$ cat src/hw/pg2r_consts.vh
// Purpose: Constants for the page-2 trim and efficiency register bank.
// Assumes: 16-bit management registers, 5-bit register number.
// Notes:   Offsets are register numbers; values are 16-bit.
`ifndef PG2R_CONSTS_VH
`define PG2R_CONSTS_VH

`define PG2R_REG_PAGE        5'h1F
`define PG2R_REG_TRIM        5'h10
`define PG2R_REG_EFF         5'h11
`define PG2R_REG_CTRL0       5'h00
`define PG2R_PAGE_MAIN       16'h0000
`define PG2R_PAGE_TWO        16'h0002
`define PG2R_TRIM_RESET      16'h028E
`define PG2R_EFF_RESET       16'h0000
`define PG2R_EFF_WMASK       16'h8C3F
`define PG2R_CTRL0_SPD_LSB   6
`define PG2R_CTRL0_SPD_MSB   13
`define PG2R_EFF_TE_BIT      15
`define PG2R_EFF_LINK_BIT    8
`define PG2R_EFF_GEEE_BIT    7
`define PG2R_EFF_FEEE_BIT    6
`define PG2R_EFF_FORCE_BIT   5
`define PG2R_EFF_FLPI_BIT    4
`define PG2R_EFF_FTXI_BIT    3
`define PG2R_EFF_FRXI_BIT    2
`define PG2R_EFF_GTXI_BIT    1
`define PG2R_EFF_GRXI_BIT    0
`define PG2R_EFF_LED_LSB     10
`define PG2R_TRIM_GIG_LSB    12
`define PG2R_TRIM_FAST_LSB   8
`define PG2R_TRIM_TEN_LSB    4
`define PG2R_TRIM_TEN_EFF_LSB 0
`define PG2R_TRIM_GIG_RESET  4'h0
`define PG2R_TRIM_FAST_RESET 4'h2
`define PG2R_TRIM_TEN_RESET  4'h8
`define PG2R_TRIM_TEN_EFF_RESET 4'hE
`define PG2R_EFF_TE_RESET    1'b0
`define PG2R_EFF_LED_RESET   2'b00
`define PG2R_EFF_BIT_RESET   1'b0

`endif

$ cat src/hw/pg2r_regs.v
// Purpose: Page-2 register bank: transmit amplitude trim and efficiency control.
// Assumes: Plain register port, read data valid one cycle after the read strobe.
// Notes:   Standard registers 0-15 and page-1/main 16-30 live outside; this block
//          steers each access and muxes the returned data.
//          Register 31 is held here in full and never forwarded outside.
//          Page-2 slots 18-30 have no storage: they read zero, writes drop.
//          Every stored field is sticky; only the hardware reset restores it.
//          Status bits 8:6 of the efficiency slot are live input levels.
//          Forced idle overrides both transmit inhibits on the line side.
//          The filtered idles and the steering strobes are combinational.
//          Trim codes reach the analog transmitter exactly as stored.
//          The manager keeps the debug bits 4:0 at zero in normal use.
`timescale 1ns/100ps
`include "pg2r_consts.vh"

module pg2r_regs (
   // Clock and reset
   input  wire        CLOCK_I,
   input  wire        RESET_N_I,
   // Register port
   input  wire [4:0]  ADDR_I,
   input  wire [15:0] WDATA_I,
   input  wire        WR_I,
   input  wire        RD_I,
   output reg  [15:0] RDATA_O,
   // Standard register space outside this block
   output wire        STD_WR_O,
   output wire        STD_RD_O,
   input  wire [15:0] STD_RDATA_I,
   input  wire [15:0] CTRL0_I,
   // Line status inputs
   input  wire        LINK_UP_I,
   input  wire        GIG_EEE_I,
   input  wire        FAST_EEE_I,
   input  wire        SPEED_GIG_I,
   input  wire        SPEED_FAST_I,
   // Idle indications
   input  wire        MAC_LPI_I,
   input  wire        LINE_LPI_I,
   output wire        LINE_LPI_O,
   output wire        MAC_LPI_O,
   // Steering outputs
   output wire        PAGE2_SEL_O,
   output wire [3:0]  TRIM_GIG_O,
   output wire [3:0]  TRIM_FAST_O,
   output wire [3:0]  TRIM_TEN_O,
   output wire [3:0]  TRIM_TEN_EFF_O,
   output wire        TEN_EFF_EN_O,
   output wire [1:0]  LED_INVERT_O,
   output wire        FORCE_GIG_O,
   output wire        FORCE_LPI_O
);

   // ==========================================================
   // Storage and decode
   reg  [15:0] page;
   reg  [3:0]  trim_gig;
   reg  [3:0]  trim_fast;
   reg  [3:0]  trim_ten;
   reg  [3:0]  trim_ten_eff;
   reg         ten_eff_en;
   reg  [1:0]  led_invert;
   reg         force_gig_en;
   reg         force_lpi;
   reg         inhibit_fast_tx;
   reg         inhibit_fast_rx;
   reg         inhibit_gig_tx;
   reg         inhibit_gig_rx;
   reg  [3:0]  next_trim_gig;
   reg  [3:0]  next_trim_fast;
   reg  [3:0]  next_trim_ten;
   reg  [3:0]  next_trim_ten_eff;
   reg         next_ten_eff_en;
   reg  [1:0]  next_led_invert;
   reg         next_force_gig_en;
   reg         next_force_lpi;
   reg         next_inhibit_fast_tx;
   reg         next_inhibit_fast_rx;
   reg         next_inhibit_gig_tx;
   reg         next_inhibit_gig_rx;
   reg  [15:0] next_rdata;
   wire        pg2;
   wire        page_hit;
   wire        local_hit;
   wire        trim_hit;
   wire        eff_hit;
   wire        page_wr;
   wire        trim_wr;
   wire        eff_wr;
   wire [15:0] trim_word;
   wire [15:0] eff_view;
   wire        speed_ok;

   // ==========================================================
   // Helpers
   // A page-2 register is one of 16-30 while page two is selected.
   function is_page2_slot;
      input [4:0] a;
      input       sel;
      begin
         is_page2_slot = sel && (a >= 5'h10) && (a != `PG2R_REG_PAGE);
      end
   endfunction

   // An idle indication passes unless the inhibit for the current speed is set.
   function lpi_pass;
      input lpi;
      input fast;
      input gig;
      input inhibit_fast;
      input inhibit_gig;
      begin
         lpi_pass = lpi && !(fast && inhibit_fast) && !(gig && inhibit_gig);
      end
   endfunction

   // ==========================================================
   // Page select and steering of accesses
   assign pg2         = (page == `PG2R_PAGE_TWO);
   assign page_hit    = (ADDR_I == `PG2R_REG_PAGE);
   assign local_hit   = is_page2_slot(ADDR_I, pg2);
   assign trim_hit    = local_hit && (ADDR_I == `PG2R_REG_TRIM);
   assign eff_hit     = local_hit && (ADDR_I == `PG2R_REG_EFF);
   assign page_wr     = WR_I && page_hit;
   assign trim_wr     = WR_I && trim_hit;
   assign eff_wr      = WR_I && eff_hit;
   // Register 31 is never forwarded, so the outside set cannot shadow it.
   assign STD_WR_O    = WR_I && !local_hit && !page_hit;
   assign STD_RD_O    = RD_I && !local_hit && !page_hit;
   assign PAGE2_SEL_O = pg2;

   // ==========================================================
   // Next values of the stored fields
   // Reserved and read-only bits of a written word are simply not taken,
   // so a write can never disturb them.
   always @* begin
      next_trim_gig        = trim_gig;
      next_trim_fast       = trim_fast;
      next_trim_ten        = trim_ten;
      next_trim_ten_eff    = trim_ten_eff;
      next_ten_eff_en      = ten_eff_en;
      next_led_invert      = led_invert;
      next_force_gig_en    = force_gig_en;
      next_force_lpi       = force_lpi;
      next_inhibit_fast_tx = inhibit_fast_tx;
      next_inhibit_fast_rx = inhibit_fast_rx;
      next_inhibit_gig_tx  = inhibit_gig_tx;
      next_inhibit_gig_rx  = inhibit_gig_rx;
      if (trim_wr) begin
         next_trim_gig     = WDATA_I[`PG2R_TRIM_GIG_LSB +: 4];
         next_trim_fast    = WDATA_I[`PG2R_TRIM_FAST_LSB +: 4];
         next_trim_ten     = WDATA_I[`PG2R_TRIM_TEN_LSB +: 4];
         next_trim_ten_eff = WDATA_I[`PG2R_TRIM_TEN_EFF_LSB +: 4];
      end
      if (eff_wr) begin
         next_ten_eff_en      = WDATA_I[`PG2R_EFF_TE_BIT];
         next_led_invert      = WDATA_I[`PG2R_EFF_LED_LSB +: 2];
         next_force_gig_en    = WDATA_I[`PG2R_EFF_FORCE_BIT];
         next_force_lpi       = WDATA_I[`PG2R_EFF_FLPI_BIT];
         next_inhibit_fast_tx = WDATA_I[`PG2R_EFF_FTXI_BIT];
         next_inhibit_fast_rx = WDATA_I[`PG2R_EFF_FRXI_BIT];
         next_inhibit_gig_tx  = WDATA_I[`PG2R_EFF_GTXI_BIT];
         next_inhibit_gig_rx  = WDATA_I[`PG2R_EFF_GRXI_BIT];
      end
   end

   // ==========================================================
   // Page register
   // Stored in full; only the exact page-two code selects page two.
   always @(posedge CLOCK_I or negedge RESET_N_I) begin
      if (!RESET_N_I) begin
         page <= `PG2R_PAGE_MAIN;
      end else if (page_wr) begin
         page <= WDATA_I;
      end
   end

   // ==========================================================
   // Transmit amplitude trim
   // Only the hardware reset restores these; there is no soft reset path,
   // so every trim field is kept through a software reset.
   always @(posedge CLOCK_I or negedge RESET_N_I) begin
      if (!RESET_N_I) begin
         trim_gig <= `PG2R_TRIM_GIG_RESET;
      end else begin
         trim_gig <= next_trim_gig;
      end
   end

   always @(posedge CLOCK_I or negedge RESET_N_I) begin
      if (!RESET_N_I) begin
         trim_fast <= `PG2R_TRIM_FAST_RESET;
      end else begin
         trim_fast <= next_trim_fast;
      end
   end

   always @(posedge CLOCK_I or negedge RESET_N_I) begin
      if (!RESET_N_I) begin
         trim_ten <= `PG2R_TRIM_TEN_RESET;
      end else begin
         trim_ten <= next_trim_ten;
      end
   end

   always @(posedge CLOCK_I or negedge RESET_N_I) begin
      if (!RESET_N_I) begin
         trim_ten_eff <= `PG2R_TRIM_TEN_EFF_RESET;
      end else begin
         trim_ten_eff <= next_trim_ten_eff;
      end
   end

   // ==========================================================
   // Efficiency control fields
   // Bits 4:0 are debug controls; forced idle takes over the line side
   // for as long as it is set.
   always @(posedge CLOCK_I or negedge RESET_N_I) begin
      if (!RESET_N_I) begin
         ten_eff_en <= `PG2R_EFF_TE_RESET;
      end else begin
         ten_eff_en <= next_ten_eff_en;
      end
   end

   always @(posedge CLOCK_I or negedge RESET_N_I) begin
      if (!RESET_N_I) begin
         led_invert <= `PG2R_EFF_LED_RESET;
      end else begin
         led_invert <= next_led_invert;
      end
   end

   always @(posedge CLOCK_I or negedge RESET_N_I) begin
      if (!RESET_N_I) begin
         force_gig_en <= `PG2R_EFF_BIT_RESET;
      end else begin
         force_gig_en <= next_force_gig_en;
      end
   end

   always @(posedge CLOCK_I or negedge RESET_N_I) begin
      if (!RESET_N_I) begin
         force_lpi <= `PG2R_EFF_BIT_RESET;
      end else begin
         force_lpi <= next_force_lpi;
      end
   end

   always @(posedge CLOCK_I or negedge RESET_N_I) begin
      if (!RESET_N_I) begin
         inhibit_fast_tx <= `PG2R_EFF_BIT_RESET;
      end else begin
         inhibit_fast_tx <= next_inhibit_fast_tx;
      end
   end

   always @(posedge CLOCK_I or negedge RESET_N_I) begin
      if (!RESET_N_I) begin
         inhibit_fast_rx <= `PG2R_EFF_BIT_RESET;
      end else begin
         inhibit_fast_rx <= next_inhibit_fast_rx;
      end
   end

   always @(posedge CLOCK_I or negedge RESET_N_I) begin
      if (!RESET_N_I) begin
         inhibit_gig_tx <= `PG2R_EFF_BIT_RESET;
      end else begin
         inhibit_gig_tx <= next_inhibit_gig_tx;
      end
   end

   always @(posedge CLOCK_I or negedge RESET_N_I) begin
      if (!RESET_N_I) begin
         inhibit_gig_rx <= `PG2R_EFF_BIT_RESET;
      end else begin
         inhibit_gig_rx <= next_inhibit_gig_rx;
      end
   end

   // ==========================================================
   // Read view
   // Status bits are live levels; reserved bits always read zero.
   assign trim_word = {trim_gig, trim_fast, trim_ten, trim_ten_eff};
   assign eff_view  = {ten_eff_en,
                       3'h0,
                       led_invert,
                       1'b0,
                       LINK_UP_I,
                       GIG_EEE_I,
                       FAST_EEE_I,
                       force_gig_en,
                       force_lpi,
                       inhibit_fast_tx,
                       inhibit_fast_rx,
                       inhibit_gig_tx,
                       inhibit_gig_rx};

   always @* begin
      next_rdata = 16'h0000;
      if (page_hit) begin
         next_rdata = page;
      end else if (trim_hit) begin
         next_rdata = trim_word;
      end else if (eff_hit) begin
         next_rdata = eff_view;
      end else if (local_hit) begin
         // Page-2 slots without storage read zero.
         next_rdata = 16'h0000;
      end else begin
         next_rdata = STD_RDATA_I;
      end
   end

   // The outside set answers in the strobe cycle; the word is captured here
   // and shown for one cycle only, so a stale value never looks valid.
   always @(posedge CLOCK_I or negedge RESET_N_I) begin
      if (!RESET_N_I) begin
         RDATA_O <= 16'h0000;
      end else if (RD_I) begin
         RDATA_O <= next_rdata;
      end else begin
         RDATA_O <= 16'h0000;
      end
   end

   // ==========================================================
   // Steering of the transceiver
   assign TRIM_GIG_O     = trim_gig;
   assign TRIM_FAST_O    = trim_fast;
   assign TRIM_TEN_O     = trim_ten;
   assign TRIM_TEN_EFF_O = trim_ten_eff;
   assign TEN_EFF_EN_O   = ten_eff_en;
   assign LED_INVERT_O   = led_invert;
   // Control register 0 bits 6 and 13 must read 2'b10, the gigabit code.
   assign speed_ok       = CTRL0_I[`PG2R_CTRL0_SPD_LSB] &&
                           !CTRL0_I[`PG2R_CTRL0_SPD_MSB];
   assign FORCE_GIG_O    = force_gig_en && speed_ok;
   assign FORCE_LPI_O    = force_lpi;

   // ==========================================================
   // Idle filtering
   // Forced idle wins over both transmit inhibits: the frame generator then owns the
   // transmit path and the idles from the MAC are ignored.
   assign LINE_LPI_O = force_lpi ||
                       lpi_pass(MAC_LPI_I, SPEED_FAST_I, SPEED_GIG_I,
                                inhibit_fast_tx, inhibit_gig_tx);
   assign MAC_LPI_O  = lpi_pass(LINE_LPI_I, SPEED_FAST_I, SPEED_GIG_I,
                                inhibit_fast_rx, inhibit_gig_rx);

endmodule

$ cat config.mk
export PLATFORM = sky130hd
export DESIGN_NAME = pg2r_regs
export DESIGN_NICKNAME = d
export VERILOG_FILES = /design/src/hw/pg2r_regs.v
export VERILOG_INCLUDE_DIRS = /design/src /design/src/hw
export SDC_FILE = /design/constraint.sdc
export NUM_CORES = 1
export LEC_CHECK = 0
export BUFFER_PORTS_ARGS = -buffer_cell sky130_fd_sc_hd__buf_2
export CAP_MARGIN = 20
export CORE_MARGIN = 4
export CORE_UTILIZATION = 40
export DETAILED_ROUTE_END_ITERATION = 12
export PLACE_DENSITY = 0.67
export SLEW_MARGIN = 30
export SYNTH_ARGS = -nofsm -noshare
export SYNTH_HDL_FRONTEND = slang
export SYNTH_SLANG_ARGS = --single-unit
$ cat constraint.sdc
create_clock -name CLOCK_I -period 5.45 [get_ports CLOCK_I]
set_input_delay 0.545 -clock CLOCK_I [delete_from_list [all_inputs] [get_ports CLOCK_I]]
set_output_delay 0.545 -clock CLOCK_I [all_outputs]
set_load 0.05 [all_outputs]
### Word level (Yosys, flattened, before mapping)

Index checks and enable logic that the tools add are counted.

* input bits: 64
* flip-flop bits (word level): 57

* equal/unequal tests: 5
* mux-type cells: 5
* magnitude comparators: 1
* reduce and logical (&&, ||, !) cells: 29

Operator list (count)
* 16-bit 2-to-1 mux: 5
* 1-bit logical AND: 21
* 16-bit by 2-bit equality test with 1-bit output, second input constant: 1
* 5-bit equality test, second input constant: 3
* 1-bit zero test: 7
* 5-bit greater-or-equal comparator, second input constant: 1
* 5-bit inequality test, second input constant: 1
* 1-bit logical OR: 1

### Depth between registers and ports, before layout

* depth in word-level cells: 8
* gate-level depth with buffers: 7

### Least setup slack after synthesis

No wires, ideal clock.

* path type: input to output
* start: in ADDR_I[0]
* end: out STD_RD_O
* stages on the path: 5
* slack: 3.120 ns
* data arrival time: 1.785 ns
* path through: buf_4 -> and4_1 -> nand2_1 -> clkbuf_1 -> and3_1

* cells in the longest elaborated chain, start to end: 6

Ends and longest elaborated chain
* from (decl): line pg2r_regs.v:21 `input wire [4:0] ADDR_I,`
* 5-bit greater-or-equal comparator: line pg2r_regs.v:101 `` is_page2_slot = sel && (a >= 5'h10) && (a != `PG2R_REG_PAGE); ``
* 1-bit logical AND (2 in series): line pg2r_regs.v:101
* 1-bit zero test: line pg2r_regs.v:129 `assign STD_RD_O = RD_I && !local_hit && !page_hit;`
* 1-bit logical AND: line pg2r_regs.v:129
* 1-bit logical AND (*): line pg2r_regs.v:129
* to (decl): line pg2r_regs.v:28 `output wire STD_RD_O,`

Mark *: on every way between the ends. The rest lies on a longest branch, timed or not.

### Worst setup path in the final report

* start: reg page[11]
* end: out STD_RD_O

* cells in the longest elaborated chain, start to end: 6

Ends and longest elaborated chain
* from (decl): line pg2r_regs.v:56 `reg [15:0] page;`
* from (signal assigned): line pg2r_regs.v:172 `` page <= `PG2R_PAGE_MAIN; ``
* 16-bit by 2-bit equality test with 1-bit output (no source line)
* 1-bit logical AND (2 in series): line pg2r_regs.v:101
* 1-bit zero test: line pg2r_regs.v:129
* 1-bit logical AND (2 in series): line pg2r_regs.v:129

Every way passes these cells.

==> reports/metrics.sh <==
ROUTE.DETAILED.DRC=0
FP.DIEAREA_UM2=8400
CTS.REPORTEDPATHS.CLKPINSLEW_PS=60
FINALNONFILLERCELLS=411
CP_CELL_SEQUENCE='nor4_2 > nand4_4 > clkinv_1 > nand2_1 > and3_1 > buf_2'
WORSTPATHREQUIRED_PS=4910
WORST-PATH-MAX-FANOUT=19
DRT_TOTAL_WL_UM=7120
SYNTH_SIMPLE_GATE_AREA_SHARE_PCT=11.3
SYNTH_COMPOUND_GATE_AREA_SHARE_PCT=12.0
PLACE_CONGESTION=0.777
BUSIEST_LAYER='met2'
ENDPOINT_KIND='output port'
GRT_FIRST_PASS_WIRELENGTH_UM=11500
POSTPLACECELLAREA_UM2=3330
WORST-R2R-SETUP-SLACK_PS=2580
SYNTH_SEQUENTIAL_AREA_RATIO_PCT=51.2
CTS.HOLD.BUFFERS_ADDED=0
SLOWEST_DELAY_PS=480
CTS-HTREE-LEVELS=3
GLOBALROUTEMET1UTIL_PCT=22.4
FINAL.HOLD.WORST_SLACK_PS=356
CRITPATHKIND='reg -> out'
MAX_FREQ_MHz=325
SYNTH_TOP_FAMILY_BY_AREA='multiplexers'
POST_CTS.RESIZED_INSTANCES=0
DRT_ITER0_DRC=82
ARRIVAL_PS=2530
FINAL.SETUP_SKEW_PS=7.14
POWER_PER_CELL_AREA_nW_PER_UM2=298
IO-PIN-COUNT=106
RR_STARTPOINT='page[11]'
ANT_NETS=0
MEAN_AREA_PER_SYNTHESIZED_CELL_UM2=12.8
LAYOUT_UTILIZATION_PCT=52.0
CRITPATHSLOWESTCELL='sky130_fd_sc_hd__nor4_2'
LAYOUT.CELLS.MOST_COMMON_LIST='sky130_fd_sc_hd__buf_2 (91), sky130_fd_sc_hd__dfrtp_1 (52), sky130_fd_sc_hd__mux2_2 (31)'
DIE-WIDTH_UM=91.7
POST_DRT_VIA_CELL_RATIO=5.17
SYNTH_AREA_UM2=2800
FIN_NETS=374
CTS_TREE='built'
SYNTH-XOR-AREA-SHARE_PCT=0
STARTPOINT_TYPE='flip-flop'
DRT_PRE_ANTENNA_ITERS=4
GRT_ANTENNA_BEFORE_REPAIR=1
MIN_PERIOD_OVER_PERIOD_PCT=56.5
DETAILEDPLACE.WORSTSLACK_PS=2270
LAYOUT_COMMONEST_CELL='sky130_fd_sc_hd__buf_2'
PLACED_WIRE_LENGTH_ESTIMATE_UM=5000
GRT_MAX_DEGREE=58
START_UTIL_PCT=41.2
RELSLEWSLACK_PCT=41.8
DISTINCT_CELL_TYPE_COUNT_AFTER_SYNTHESIS=36
WORSTSKEWPAIRLATENCY_PS=330
P_LEAK_nW=1.73
GLOBAL_ROUTE.OVERFLOW_TOTAL=0
SYNTHMUXAREASHARE_PCT=22.1
RSZ_0062_RAISED_AFTER_GLOBAL_ROUTING='false'
MIN_PATH_TYPE='in -> async'
FINALWORSTPATHREQUIREDPERIOD_PS=3080
FF2FF_PATH_DEPTH=5
ROW_CNT=30
BUFFER_PORTS.INSERTED=91
Y_DIMENSION_OF_THE_DIE_UM=91.7
DR_TOTAL_VIAS=2124
DRV.MAX_CAP_VIOLATION_COUNT=0
CTS_SINK_COUNT=57
ANTENNA_CELLS=0
WORST_SLEW_PIN_SLEW_PS=866
CORE_AREA_UM2=6790
AREA_DELTA_SYNTH_FINAL_PCT=26.2
CRITICAL_PATH.REG2REG.ENDPOINT='TRIM_GIG_O[3]'
FIN_SETUP_TNS_PS=0
SETUP_SLACK_PS=2370
DETAILED_ROUTE_WIRE_LENGTH_PER_CELL_UM=17.3
GLOBALROUTETOTALUTIL_PCT=17.8
CTS_ROOT_BUFFER='sky130_fd_sc_hd__clkbuf_8'
SYNTHESIZED_INSTANCE_COUNT=219
CTS_SETUP_BUFFERS=0
MAPPEDNETLISTNETS=283
STATUS='finished, final reports clean'
FINAL_SETUP_VIOLS=0
GR-USAGE-MET2_PCT=28.0
GR-USAGE-MET3_PCT=5.50
FINALHOLDVIOLATIONS=0
POST_SYNTH_FA_HA_MAJ_AREA_FRACTION_PCT=0
SYNTH-SEQ-CELLS=57
FINALMAXSLEWVIOLATIONS=0
TOTAL_POWER_mW=1.05
SYNTH_WARN=0
CTS_MAX_PATH_BUFFERS=2
IRDROPWORSTVDD_V=0.000128
DRIVE_ABOVE_1_SHARE_PCT=53.3
STDCELL_AREA_UM2=3530
CTS-BUFFERS-INSERTED=9
DP_CELLS=395
VIA_COUNT_OF_THE_FIRST_GLOBAL_ROUTING_PASS=2189
## logic make-up (layout without fill, tap and decap cells)
kind of cell,Yosys count,in the layout
AO/OA/AOI/OAI,52,52
flip-flops,57,57
buffers and inverters,21,117
AND/OR/NAND/NOR,36,36
multiplexers,53,53
## power by group
group / switching (mW) / total, mW / leakage [nW] / internal (mW)
Sequential: 0.0308 / 0.488 / 0.741 / 0.457
Combinational: 0.0955 / 0.157 / 0.884 / 0.0617
Clock: 0.161 / 0.409 / 0.107 / 0.248
## state kept, by name, indices dropped and copies added (netlist names)
signal and flops:
inhibit_gig_tx 1, TRIM_FAST_O 4, TRIM_TEN_EFF_O 4, TRIM_TEN_O 4, page 16, FORCE_LPI_O 1, TRIM_GIG_O 4, TEN_EFF_EN_O 1
RDATA_O 16, inhibit_fast_tx 1, force_gig_en 1, inhibit_fast_rx 1, inhibit_gig_rx 1, LED_INVERT_O 2
## layout make-up
class	count	area, um2
multi-input cells	141	1270
fillers	607	3260
clock buffers	14	173
flip-flops and latches	57	1430
well taps	96	120
clock inverters	2	35.0
inverters	7	26.3
repair buffers	94	478
## cell usage after synthesis
cell                        instances  share of area [%]
sky130_fd_sc_hd__nor4_2             2               0.89
sky130_fd_sc_hd__a21oi_1           16                2.9
sky130_fd_sc_hd__or4_2              4                1.3
sky130_fd_sc_hd__nand3_1            1               0.18
sky130_fd_sc_hd__or3_2              2               0.54
sky130_fd_sc_hd__buf_4              1               0.27
sky130_fd_sc_hd__clkbuf_1           6               0.80
sky130_fd_sc_hd__and4_1             1               0.31
sky130_fd_sc_hd__inv_1              6               0.80
sky130_fd_sc_hd__mux2_2            31                 12
sky130_fd_sc_hd__buf_2              3               0.54
sky130_fd_sc_hd__buf_8              1               0.54
sky130_fd_sc_hd__mux2_4            10                5.4
sky130_fd_sc_hd__or4b_1             1               0.36
sky130_fd_sc_hd__nor3_4             1               0.58
sky130_fd_sc_hd__nor2b_1            1               0.22
sky130_fd_sc_hd__a21o_1             1               0.27
sky130_fd_sc_hd__buf_1              3               0.40
sky130_fd_sc_hd__and3b_1            1               0.31
sky130_fd_sc_hd__and3_1             2               0.45
sky130_fd_sc_hd__nand2_1            6               0.80
sky130_fd_sc_hd__and2_1             1               0.22
sky130_fd_sc_hd__nand4_4            1               0.76
sky130_fd_sc_hd__clkinv_1           1               0.13
sky130_fd_sc_hd__o2bb2ai_1         15                4.7
sky130_fd_sc_hd__a21bo_2            1               0.36
sky130_fd_sc_hd__o21ai_0           15                2.7
sky130_fd_sc_hd__or3_1              9                2.0
sky130_fd_sc_hd__nor4_4             2                1.5
sky130_fd_sc_hd__a2111oi_0          1               0.31
sky130_fd_sc_hd__nor4b_4            1               0.85
sky130_fd_sc_hd__dfstp_2            5                4.7
sky130_fd_sc_hd__a22oi_1            2               0.54
sky130_fd_sc_hd__dfrtp_1           52                 46
sky130_fd_sc_hd__o21a_1             1               0.27
sky130_fd_sc_hd__mux2i_1           12                4.3
## routing by layer
layer	routed length (um)	vias up
met5	12	-
met4	96	2
met3	455	10
met2	3520	74
met1	3040	1044
li1	-	994
## worst max path at each step
stage                          from  endpoint  slack [ps]  depth (start not counted)
after floorplan           ADDR_I[0]  STD_RD_O        3120                          5
after global routing       page[11]  STD_RD_O        2220                          6
after detailed placement  ADDR_I[0]   page[8]        2270                          5
after global placement    ADDR_I[0]   page[3]        2320                          5
final                      page[11]  STD_RD_O        2370                          6
after CTS                  page[11]  STD_RD_O        2360                          6
## critical path: cells and delay by family, from the launching register on
family / cells / cell delay [ps]
buf+inv: 2 / 670
flops: 1 / 410
simple gates: 4 / 1120
(Power assumes the default switching activity.)
